## src/hw/sppr_pkg.sv

```systemverilog
// Package: offsets, field positions, reset values and page codes
package sppr_pkg;
    // Register offsets within the general and master address spaces
    localparam logic [11:0] SPPR_OFS_PTR_LOW = 12'h002;
    localparam logic [11:0] SPPR_OFS_PTR_MID = 12'h003;
    localparam logic [11:0] SPPR_OFS_PTR_HIGH = 12'h004;
    localparam logic [11:0] SPPR_OFS_WIRE_MODE = 12'h010;
    localparam logic [11:0] SPPR_OFS_CONV_PAGE = 12'h011;
    localparam logic [11:0] SPPR_OFS_PRIM_PAGE = 12'h012;
    localparam logic [11:0] SPPR_OFS_POWER_DOWN = 12'h020;
    // Field positions
    localparam int SPPR_BIT_THREE_WIRE = 0;
    localparam int SPPR_BIT_PRIM_PAGE = 2;
    localparam int SPPR_BIT_SYNC_OFF = 4;
    localparam int SPPR_BIT_CHB_OFF = 1;
    localparam int SPPR_BIT_ALL_OFF = 0;
    // Writable masks: other bits are write-only zeros and read back zero
    localparam logic [7:0] SPPR_MASK_WIRE_MODE = 8'h01;
    localparam logic [7:0] SPPR_MASK_PRIM_PAGE = 8'h04;
    localparam logic [7:0] SPPR_MASK_POWER_DOWN = 8'h17;
    localparam logic [7:0] SPPR_RESET_VALUE = 8'h00;
    localparam logic [7:0] SPPR_CONV_PAGE_ON = 8'hff;
    // Page pointer codes
    localparam logic [23:0] SPPR_PAGE_MAIN_A = 24'h680000;
    localparam logic [23:0] SPPR_PAGE_MAIN_B = 24'h680100;
    localparam logic [23:0] SPPR_PAGE_FUNC_A = 24'h610000;
    localparam logic [23:0] SPPR_PAGE_FUNC_B = 24'h610100;
    localparam logic [23:0] SPPR_PAGE_LINK = 24'h690000;

    typedef enum logic [2:0]
    {
        SPPR_SEL_NONE = 3'b000,
        SPPR_SEL_MAIN_A = 3'b001,
        SPPR_SEL_MAIN_B = 3'b010,
        SPPR_SEL_FUNC_A = 3'b011,
        SPPR_SEL_FUNC_B = 3'b100,
        SPPR_SEL_LINK = 3'b101
    } sppr_page_t;
endpackage : sppr_pkg

```

## src/hw/sppr_regs.sv

```systemverilog
// Register bank: page pointer, wire mode, page enables, power-down
`timescale 1ns/1ps
`default_nettype none

// Behaviour
// 24-bit page pointer; bits 15:8 mid register, 23:16 high register.
// Pointer bits 7:0 sit in the register below mid; RW, reset zero.
// Pointer decodes main and function pages for both channels, and one link page.
// Wire mode bit 0: 0 four-wire, 1 three-wire with shared data pin.
// Converter page byte all ones selects converter page; zero is normal.
// Page-enable bit 2 selects master page address space.
// Host never enables converter and master pages together.
// Power-down bit 4 stops sync-reference buffer; pulses then ignored.
// Power-down bit 1 switches channel B off.
// Power-down bit 0 puts whole device into power-down.
// Host writes zero to unused bits; all fields reset to zero.
module sppr_regs
    import sppr_pkg::*;
(
    // Clock and reset
    input wire logic sys_clk,
    input wire logic reset_n,
    // Register access from the serial port decoder
    input wire logic reg_wr,
    input wire logic [11:0] reg_addr,
    input wire logic [7:0] reg_wdata,
    output logic [7:0] reg_rdata,
    // Sync-reference pulse in and its gated copy
    input wire logic sync_reference_in,
    output logic sync_reference_pulse,
    // Configuration outputs
    output logic [23:0] page_pointer,
    output logic [2:0] page_target,
    output logic three_wire_mode,
    output logic converter_page_on,
    output logic primary_page_on,
    output logic sync_reference_buffer_off,
    output logic channel_b_off,
    output logic whole_device_off
);
    // ------------------------------------------------------------
    // Decoding
    // ------------------------------------------------------------
    function automatic sppr_page_t sppr_decode(input logic [23:0] ptr);
        sppr_page_t sel;
        sel = SPPR_SEL_NONE;
        case (ptr)
            SPPR_PAGE_MAIN_A: sel = SPPR_SEL_MAIN_A;
            SPPR_PAGE_MAIN_B: sel = SPPR_SEL_MAIN_B;
            SPPR_PAGE_FUNC_A: sel = SPPR_SEL_FUNC_A;
            SPPR_PAGE_FUNC_B: sel = SPPR_SEL_FUNC_B;
            SPPR_PAGE_LINK: sel = SPPR_SEL_LINK;
            default: sel = SPPR_SEL_NONE;
        endcase
        return sel;
    endfunction : sppr_decode

    // ------------------------------------------------------------
    // Page pointer and decoded target
    // ------------------------------------------------------------
    logic [7:0] ptr_low_q;
    logic [7:0] ptr_low_d;
    logic [7:0] ptr_mid_q;
    logic [7:0] ptr_mid_d;
    logic [7:0] ptr_high_q;
    logic [7:0] ptr_high_d;
    sppr_page_t target_q;
    sppr_page_t target_d;

    always_comb
    begin
        ptr_low_d = ptr_low_q;
        ptr_mid_d = ptr_mid_q;
        ptr_high_d = ptr_high_q;
        if (reg_wr)
        begin
            case (reg_addr)
                SPPR_OFS_PTR_LOW: ptr_low_d = reg_wdata;
                SPPR_OFS_PTR_MID: ptr_mid_d = reg_wdata;
                SPPR_OFS_PTR_HIGH: ptr_high_d = reg_wdata;
                default: ;
            endcase
        end
        // Decode the next value so the target follows each byte write
        target_d = sppr_decode({ptr_high_d, ptr_mid_d, ptr_low_d});
    end

    always_ff @(posedge sys_clk or negedge reset_n)
    begin
        if (!reset_n)
        begin
            ptr_low_q <= SPPR_RESET_VALUE;
            ptr_mid_q <= SPPR_RESET_VALUE;
            ptr_high_q <= SPPR_RESET_VALUE;
            target_q <= SPPR_SEL_NONE;
        end
        else
        begin
            ptr_low_q <= ptr_low_d;
            ptr_mid_q <= ptr_mid_d;
            ptr_high_q <= ptr_high_d;
            target_q <= target_d;
        end
    end

    // ------------------------------------------------------------
    // Port mode, page enables and power-down
    // ------------------------------------------------------------
    logic [7:0] wire_mode_q;
    logic [7:0] wire_mode_d;
    logic [7:0] conv_page_q;
    logic [7:0] conv_page_d;
    logic conv_on_q;
    logic conv_on_d;
    logic [7:0] prim_page_q;
    logic [7:0] prim_page_d;
    logic [7:0] power_down_q;
    logic [7:0] power_down_d;

    always_comb
    begin
        wire_mode_d = wire_mode_q;
        conv_page_d = conv_page_q;
        prim_page_d = prim_page_q;
        power_down_d = power_down_q;
        if (reg_wr)
        begin
            case (reg_addr)
                SPPR_OFS_WIRE_MODE:
                    wire_mode_d = reg_wdata & SPPR_MASK_WIRE_MODE;
                SPPR_OFS_CONV_PAGE: conv_page_d = reg_wdata;
                SPPR_OFS_PRIM_PAGE:
                    prim_page_d = reg_wdata & SPPR_MASK_PRIM_PAGE;
                SPPR_OFS_POWER_DOWN:
                    // Master-page register: only reachable with page on
                    if (prim_page_q[SPPR_BIT_PRIM_PAGE])
                    begin
                        power_down_d = reg_wdata & SPPR_MASK_POWER_DOWN;
                    end
                default: ;
            endcase
        end
        // Only all ones selects the page; registered to keep a clean output
        conv_on_d = (conv_page_d == SPPR_CONV_PAGE_ON);
    end

    always_ff @(posedge sys_clk or negedge reset_n)
    begin
        if (!reset_n)
        begin
            wire_mode_q <= SPPR_RESET_VALUE;
            conv_page_q <= SPPR_RESET_VALUE;
            conv_on_q <= 1'b0;
            prim_page_q <= SPPR_RESET_VALUE;
            power_down_q <= SPPR_RESET_VALUE;
        end
        else
        begin
            wire_mode_q <= wire_mode_d;
            conv_page_q <= conv_page_d;
            conv_on_q <= conv_on_d;
            prim_page_q <= prim_page_d;
            power_down_q <= power_down_d;
        end
    end

    // ------------------------------------------------------------
    // Read data
    // ------------------------------------------------------------
    logic [7:0] rdata_q;
    logic [7:0] rdata_d;

    always_comb
    begin
        // Readback reflects stored state, including bit 2 of power-down; power-down reads zero while the master page is off
        case (reg_addr)
            SPPR_OFS_PTR_LOW: rdata_d = ptr_low_q;
            SPPR_OFS_PTR_MID: rdata_d = ptr_mid_q;
            SPPR_OFS_PTR_HIGH: rdata_d = ptr_high_q;
            SPPR_OFS_WIRE_MODE: rdata_d = wire_mode_q;
            SPPR_OFS_CONV_PAGE: rdata_d = conv_page_q;
            SPPR_OFS_PRIM_PAGE: rdata_d = prim_page_q;
            SPPR_OFS_POWER_DOWN:
                rdata_d = prim_page_q[SPPR_BIT_PRIM_PAGE] ?
                    power_down_q : SPPR_RESET_VALUE;
            default: rdata_d = SPPR_RESET_VALUE;
        endcase
    end

    always_ff @(posedge sys_clk or negedge reset_n)
    begin
        if (!reset_n)
        begin
            rdata_q <= SPPR_RESET_VALUE;
        end
        else
        begin
            rdata_q <= rdata_d;
        end
    end

    // ------------------------------------------------------------
    // Sync-reference gate
    // ------------------------------------------------------------
    logic sync_q;
    logic sync_d;

    always_comb
    begin
        // Buffer off drops every incoming pulse
        sync_d = sync_reference_in & ~power_down_q[SPPR_BIT_SYNC_OFF];
    end

    always_ff @(posedge sys_clk or negedge reset_n)
    begin
        if (!reset_n)
        begin
            sync_q <= 1'b0;
        end
        else
        begin
            sync_q <= sync_d;
        end
    end

    // ------------------------------------------------------------
    // Outputs, all straight from flip-flops
    // ------------------------------------------------------------
    assign reg_rdata = rdata_q;
    assign sync_reference_pulse = sync_q;
    assign page_pointer = {ptr_high_q, ptr_mid_q, ptr_low_q};
    assign page_target = target_q;
    assign three_wire_mode = wire_mode_q[SPPR_BIT_THREE_WIRE];
    assign converter_page_on = conv_on_q;
    assign primary_page_on = prim_page_q[SPPR_BIT_PRIM_PAGE];
    assign sync_reference_buffer_off = power_down_q[SPPR_BIT_SYNC_OFF];
    assign channel_b_off = power_down_q[SPPR_BIT_CHB_OFF];
    assign whole_device_off = power_down_q[SPPR_BIT_ALL_OFF];
endmodule : sppr_regs

`default_nettype wire

```

## config.mk

```make
export PLATFORM = sky130hd
export DESIGN_NAME = sppr_regs
export DESIGN_NICKNAME = d
export VERILOG_FILES = /design/src/hw/sppr_pkg.sv /design/src/hw/sppr_regs.sv
export SDC_FILE = /design/constraint.sdc
export NUM_CORES = 1
export LEC_CHECK = 0
export BUFFER_PORTS_ARGS = -buffer_cell sky130_fd_sc_hd__buf_2
export CORE_MARGIN = 2
export CORE_UTILIZATION = 56
export CTS_BUF_LIST = sky130_fd_sc_hd__clkbuf_16
export CTS_CLUSTER_DIAMETER = 40
export CTS_CLUSTER_SIZE = 30
export DETAILED_ROUTE_END_ITERATION = 10
export GPL_ROUTABILITY_DRIVEN = 0
export PLACE_DENSITY = 0.89
export SKIP_CTS_REPAIR_TIMING = 1
export SLEW_MARGIN = 20
export SYNTH_ARGS = -nofsm -noshare
export SYNTH_HDL_FRONTEND = slang
export SYNTH_SLANG_ARGS = --single-unit
```

## constraint.sdc

```tcl
create_clock -name sys_clk -period 2.8 [get_ports sys_clk]
set_input_delay 0.14 -clock sys_clk [delete_from_list [all_inputs] [get_ports sys_clk]]
set_output_delay 0.14 -clock sys_clk [all_outputs]
set_load 0.05 [all_outputs]
```

==> results of run 1 <==
[cell families (layout without fill, tap and decap cells)]
family                 Yosys count  after routing
flip-flops                      51             51
multiplexers                    27             27
buffers and inverters            9             78
AO/OA/AOI/OAI                   28             28
AND/OR/NAND/NOR                 95             95
[cell usage after synthesis]
library cell  count  area (sq um)
dfrtp_1          51          1280
nand2_1          42           158
mux2_2           27           304
clkbuf_1          8          30.0
nand4_1           8          50.1
nor3_1            8          40.0
a222oi_1          6          60.1
a22oi_1           6          45.0
o21ai_0           6          30.0
and4_1            5          43.8
nor2_1            5          18.8
nor4_1            5          31.3
nand3_1           3          15.0
nor3b_1           3          22.5
nand2b_1          2          12.5
nor2b_1           2          12.5
nor4_2            2          25.0
nor4bb_1          2          20.0
o31ai_1           2          15.0
a2111oi_0         1          8.76
a2111oi_4         1          27.5
a21o_1            1          7.51
a21oi_1           1          5.00
a221oi_1          1          8.76
a31oi_1           1          6.26
a32oi_1           1          8.76
and2_0            1          6.26
and3_1            1          6.26
inv_1             1          3.75
nand4_2           1          12.5
nand4b_1          1          8.76
nor4b_1           1          8.76
o32ai_1           1          8.76
or4_1             1          7.51
or4_4             1          11.3
or4bb_1           1          11.3
[metal layers]
metal	track usage, %	wire length [um]	part of all wire [%]
met1	36.7	2510	40
met2	44.0	2990	47
met3	7.75	658	10
met4	10.5	172	2.7
met5	0	0	0
[area by class of cell]
cell class              count  area share [%]
clock buffers               5            4.30
clock inverters             1           0.258
inverters                   1           0.129
multi-input cells         150            36.4
flip-flops and latches     51            43.9
well taps                  50            2.15
repair buffers             71            12.9
[power groups by stage]
| stage | Clock, mW | Sequential [mW] | Combinational, mW |
|---|---|---|---|
| final | 0.570 | 0.742 | 0.0797 |
| after detailed placement | 0 | 0.756 | 0.0774 |
| after global placement | 0 | 0.756 | 0.0758 |
| after floorplan | 0 | 0.764 | 0.0195 |
| after global routing | 0.601 | 0.742 | 0.0877 |
| after CTS | 0.573 | 0.742 | 0.0783 |
[through the flow]
| step | utilization [%] | hold WS [ps] | worst slack [ps] | cells | power (mW) |
|---|---|---|---|---|---|
| after floorplan | - | -156 | 891 | 210 | 0.783 |
| after global placement | 68.6 | 364 | 686 | 322 | 0.832 |
| after detailed placement | 68.6 | 366 | 602 | 322 | 0.833 |
| after CTS | 71.9 | 70.5 | 865 | 328 | 1.39 |
| after global routing | 72.2 | 85.0 | 672 | 329 | 1.43 |
| final | 72.2 | 71.3 | 820 | 329 | 1.39 |
[placed cells by master, fill, tap and decap left out, types with 6 or more instances in the layout]
cell type and instances:
a222oi_1 6, a22oi_1 6, buf_2 64, buf_4 6, dfrtp_1 51, mux2_2 27, nand2_1 42, nand4_1 8
nor3_1 8, o21ai_0 6
[path summary, 6_finish.rpt]
path                                                   to  slack (ps)  cells after the start
max                              page_target[0]$_DFF_PN0_         820                      7
min                        sync_reference_pulse$_DFF_PN0_          70                      2
max reg2reg                      page_target[0]$_DFF_PN0_         850                      5
min reg2reg                sync_reference_pulse$_DFF_PN0_         510                      1
max in group asynchronous          reg_rdata[1]$_DFF_PN0_        1960                      2
min in group asynchronous     power_down_q[0]$_DFFE_PN0P_         420                      2
[worst max-delay path: stages]
cell and delay (ps):
buf_2 110, nor4_2 580, nand4_2 160, buf_4 230, a2111oi_0 430, o32ai_1 220
nor4_2 300
[flip-flops by register name (all words and copies together) (netlist names), 3 cells and up]
| signal | cells |
|---|---|
| ptr_low_q | 8 |
| reg_rdata | 8 |
| ptr_mid_q | 8 |
| conv_page_q | 8 |
| page_target | 3 |
| ptr_high_q | 8 |
| power_down_q | 4 |
==> impl_results.md, run 1 <==
* Status: complete, no violations
* Final hold violations at 0
* Syn nets at 234
* GRT overflow at 0
* CTS max path bufs at 2
* Period minus WS final at 1980 ps
* Vias in the first global route at 2049
* DP HPWL at 4.32 mm
* Mux cell area share after synthesis at 12.8%
* H-tree depth at 2
* Req. time, crit path at 2990 ps
* Period utilization at 70.7%
* Mapped cell area at 2370 sq um
* Layout cells sized above 1 at 38.7%
* Post-Synth Simple-Gate Area at 22.0%
* RSZ-0062 raised after global routing: no
* Leakage at 1.53 nW
* Pre-antenna DRT Iters at 6
* Fin area at 2910 sq um
* Total GRT Usage at 27.8%
* Sequential Area at 1280 sq um
* Crit path arrival time at 2170 ps
* Final Setup Violations at 0
* FP Rows at 23
* IO Count at 66
* Root Buffer: clkbuf_16
* Initial core utilization at 58.8%
* HP Class: input port to flip-flop
* Critical Path Sink Type: flip-flop
* #FFs+latches synth at 51
* Worst Min Path Start: sync_reference_in
* Wire length per cell at 19.2 um
* DR vias/cell at 6.41
* Internal at 1.08 mW
* Largest family of logic cells by synthesized area: simple AND/OR/NAND/NOR gates
* N_diodes at 0
* DRC at 0
* Fmax at 505 MHz
* Fillers at 289
* Seq pwr share at 53.3%
* Netlist cell types at 36
* Pwr dens at 479 nW/um^2
* Num CTS Buffers at 5
* Initial antenna violation count at 0
* Max Fanout on Critical Path at 10
* Origin of the critical flop-to-flop path: ptr_mid_q[4]$_DFF_PN0_
* Clock Skews at 4.89 ps
* Initial drt markers at 334
* Synth Area in Adders at 0%
* Worst-skew pair later-pin latency at 290 ps
* Post-route setup TNS at 0 ps
* Core region area at 4030 sq um
* Power share of the clock group at 40.9%
* Syn avg cell area at 11.3 sq um
* Total wire length at 6.33 mm
* First-pass GRT wire length at 10.5 mm
* Maximum vdd drop at 0.378 mV
* Worst slew margin at 51.8%
* Die X at 69.0 um
* Xor/xnor cell area share of the yosys netlist at 0%
* Slew Viols, Final at 0
* Antenna violation net count after detailed routing at 0
* Max_cap viols at 0
* Synthesized instance count at 210
* CTS Sinks at 51
* Worst Setup SP: reg_addr[5]
* Die ar. at 4760 sq um
* IO buf count at 65
* CP Class: input port to flip-flop
* Area occupied by multi-input gates at 1060 sq um
* Comb pwr share at 5.7%
* Register area share after synthesis at 53.9%
* CTS tree: built
* Vias at 2108
* Crit path launch type: input port
* Layout Nets at 304
* Synth-to-Final Area Change at 22.8%
* Compound-cell area share of the yosys netlist at 9.78%
* DP Area at 2760 sq um
* P_sw at 0.308 mW
* Switching Share at 22.2%
* Synth warnings at 0
* Reg clk slew, reported paths at 60 ps
* Largest net degree at the start of global routing at 52
* Die outline height at 69.0 um
* Worst Tran Pin Value at 720 ps
Power figures use the tool's default switching activity.
==> inputs of run 2 (changes only) <==
Settings changed: CORE_UTILIZATION 56 to 52, PLACE_DENSITY 0.89 to 0.84.
Clock period 2.8 ns to 2.1 ns, I/O delays scaled along.
==> run 2 against run 1 <==
Compared with the run above:
- design area increased by 4.0%
- clock power increased by 57%
- critical path type is now flip-flop to flip-flop
- critical endpoint unchanged
- first-iteration DRC count decreased by 45%
- worst hold slack got worse by 37 ps
- largest power group unchanged
- register-to-register slack got worse by 810 ps
- sequential share of layout area decreased by 1.7 points
- sequential cell count unchanged
- non-clock buffer count increased by 12
- highest routed layer unchanged
- cell count increased by 4.6%
==> impl_results.md, run 2 (synthesis gave the netlist of run 1 again) <==
* Status: complete, no violations
* Worst Setup EP: page_target[0]$_DFF_PN0_
* Synth-to-Final Area Change at 27.7%
* Crit path launch type: flip-flop
* Leakage at 1.61 nW (+5.2%)
* Worst path cell trace: nor4_1 > nand2_1 > nor4bb_1 > o32ai_1 > nor4_2
* FF-to-FF path depth at 5 (unchanged)
* Reg clk slew, reported paths at 60 ps (about the same)
* Fin util at 69.0% (-3.2 points)
* Max Fanout on Critical Path at 4 (-6)
* Reg2reg end: page_target[0]$_DFF_PN0_
* Num CTS Buffers at 5 (unchanged)
* Slew Viols, Final at 0 (unchanged)
* R2r setup slk at 40 ps (-810 ps)
* Initial antenna violation count at 0 (unchanged)
* Vias at 2170 (+2.9%)
* IO buf count at 65 (unchanged)
* Layout cells sized above 1 at 41.1% (+2.4 points)
* HP Class: input port to flip-flop
* Commonest non-fill, non-tap cell in the layout: buf_2
* Hold slack at 34.3 ps (-37.0 ps)
* Largest net degree at the start of global routing at 37 (-29%)
* Crit path arrival time at 2260 ps (+90 ps)
* H-tree depth at 2 (unchanged)
* Fmax at 485 MHz
* CTS Sinks at 51 (unchanged)
* GRT overflow at 0 (unchanged)
* Root Buffer: clkbuf_16
* Total wire length at 6.63 mm (+4.8%)
* Clock Skews at 2.85 ps (-2.04 ps)
* DP Area at 2860 sq um (+3.4%)
* CTS max path bufs at 2 (unchanged)
* Placed cell count at 336 (+4.3%)
* CP Class: flip-flop to flip-flop
* Origin of the critical flop-to-flop path: ptr_mid_q[4]$_DFF_PN0_
* DR vias/cell at 6.31 (-1.5%)
* DP HPWL at 4.54 mm (+5.2%)
* Power, Total at 2.00 mW (+44%)
* Initial drt markers at 185 (-45%)
* Sequential Area at 1280 sq um (unchanged)
* Worst Tran Pin Value at 793 ps (+72.4 ps)
* Maximum vdd drop at 0.506 mV (+34%)
* Worst Min Path Start: sync_reference_in
* Pre-antenna DRT Iters at 5 (-1)
* Final Setup Violations at 0 (unchanged)
* Req. time, crit path at 2300 ps (-690 ps)
* Layout Nets at 316 (+3.9%)
* Period utilization at 98.2%
* FP Rows at 24 (+4.3%)
* Max_cap viols at 0 (unchanged)
* Period minus WS final at 2060 ps
* Worst Setup SP: ptr_mid_q[4]$_DFF_PN0_
* RSZ-0062 raised after global routing: no
* Core region area at 4380 sq um (+8.8%)
* Die X at 71.5 um (+3.6%)
* Antenna violation net count after detailed routing at 0 (unchanged)
* Fin area at 3020 sq um (+4.0%)
* Initial core utilization at 54.0% (-4.8 points)
* Final hold violations at 0 (unchanged)
* N_diodes at 0 (unchanged)
* Critical Path Sink Type: flip-flop
* CTS tree: built
* First-pass GRT wire length at 10.6 mm (+1.2%)
* Worst path slowest cell: nor4bb_1
* Wire length per cell at 19.3 um (+0.19%)
* Fin cells at 344 (+4.6%)
* Most frequent cells in the layout: 65 x buf_2, 51 x dfrtp_1, 42 x nand2_1
* Total GRT Usage at 27.2% (-0.67 points)
* Fillers at 347 (+20%)
* DRC at 0 (unchanged)
* Vias in the first global route at 2101 (+2.5%)
* Pwr dens at 662 nW/um^2 (+38%)
* Die outline height at 71.5 um (+3.6%)
* Worst path max stage delay at 450 ps (-130 ps)
* Worst slew margin at 47.2% (-4.7 points)
* Die ar. at 5110 sq um (+7.2%)
* Worst-skew pair later-pin latency at 290 ps (about the same)
* Area occupied by multi-input gates at 1060 sq um (unchanged)
* IO Count at 66 (unchanged)
==> run 2: final cells by class <==
class | instances | area share, %
Sequential cell | 51 | 42.2
Multi-Input combinational cell | 150 | 35.0
Timing Repair Buffer | 83 | 15.3
Clock buffer | 5 | 4.14
Tap cell | 52 | 2.15
Clock inverter | 2 | 1.12
Inverter | 1 | 0.124
==> run 2: through the flow <==
| stage | worst slack, ps | TNS, ps |
|---|---|---|
| after floorplan | 226 | 0 |
| after global placement | 26.8 | 0 |
| after detailed placement | -66.6 | -66.6 |
| after CTS | 108 | 0 |
| after global routing | 88.8 | 0 |
| final | 37.2 | 0 |
==> run 2: worst min path at each step <==
stage	endpoint	cells after the start	slack, ps
finish	sync_reference_pulse$_DFF_PN0_	2	30
global route	sync_reference_pulse$_DFF_PN0_	2	50
CTS	wire_mode_q[0]$_DFFE_PN0P_	1	-80
detailed placement	wire_mode_q[0]$_DFFE_PN0P_	1	230
global placement	reg_rdata[0]$_DFF_PN0_	1	230
floorplan	conv_page_q[0]$_DFF_PN0_	0	-190
==> run 2: critical path, delay by kind of cell (launching register included) <==
| kind | cells | cell delay, ps |
|---|---|---|
| DFF | 1 | 410 |
| and+or+nand+nor | 4 | 1310 |
| AOI/OAI and AO/OA | 1 | 230 |
==> run 2: power breakdown <==
group | internal (mW) | switching, mW
logic | 0.0394 | 0.0798
registers | 0.986 | 0.00362
clock network | 0.551 | 0.343
==> run 2: layer usage <==
layer / vias up / track usage [%] / part of all wire [%]
met5: - / 0 / 0
met4: 0 / 11.9 / 2.3
met3: 18 / 5.49 / 9.7
met2: 132 / 43.3 / 48
met1: 1059 / 36.3 / 39
li1: 961 / - / -
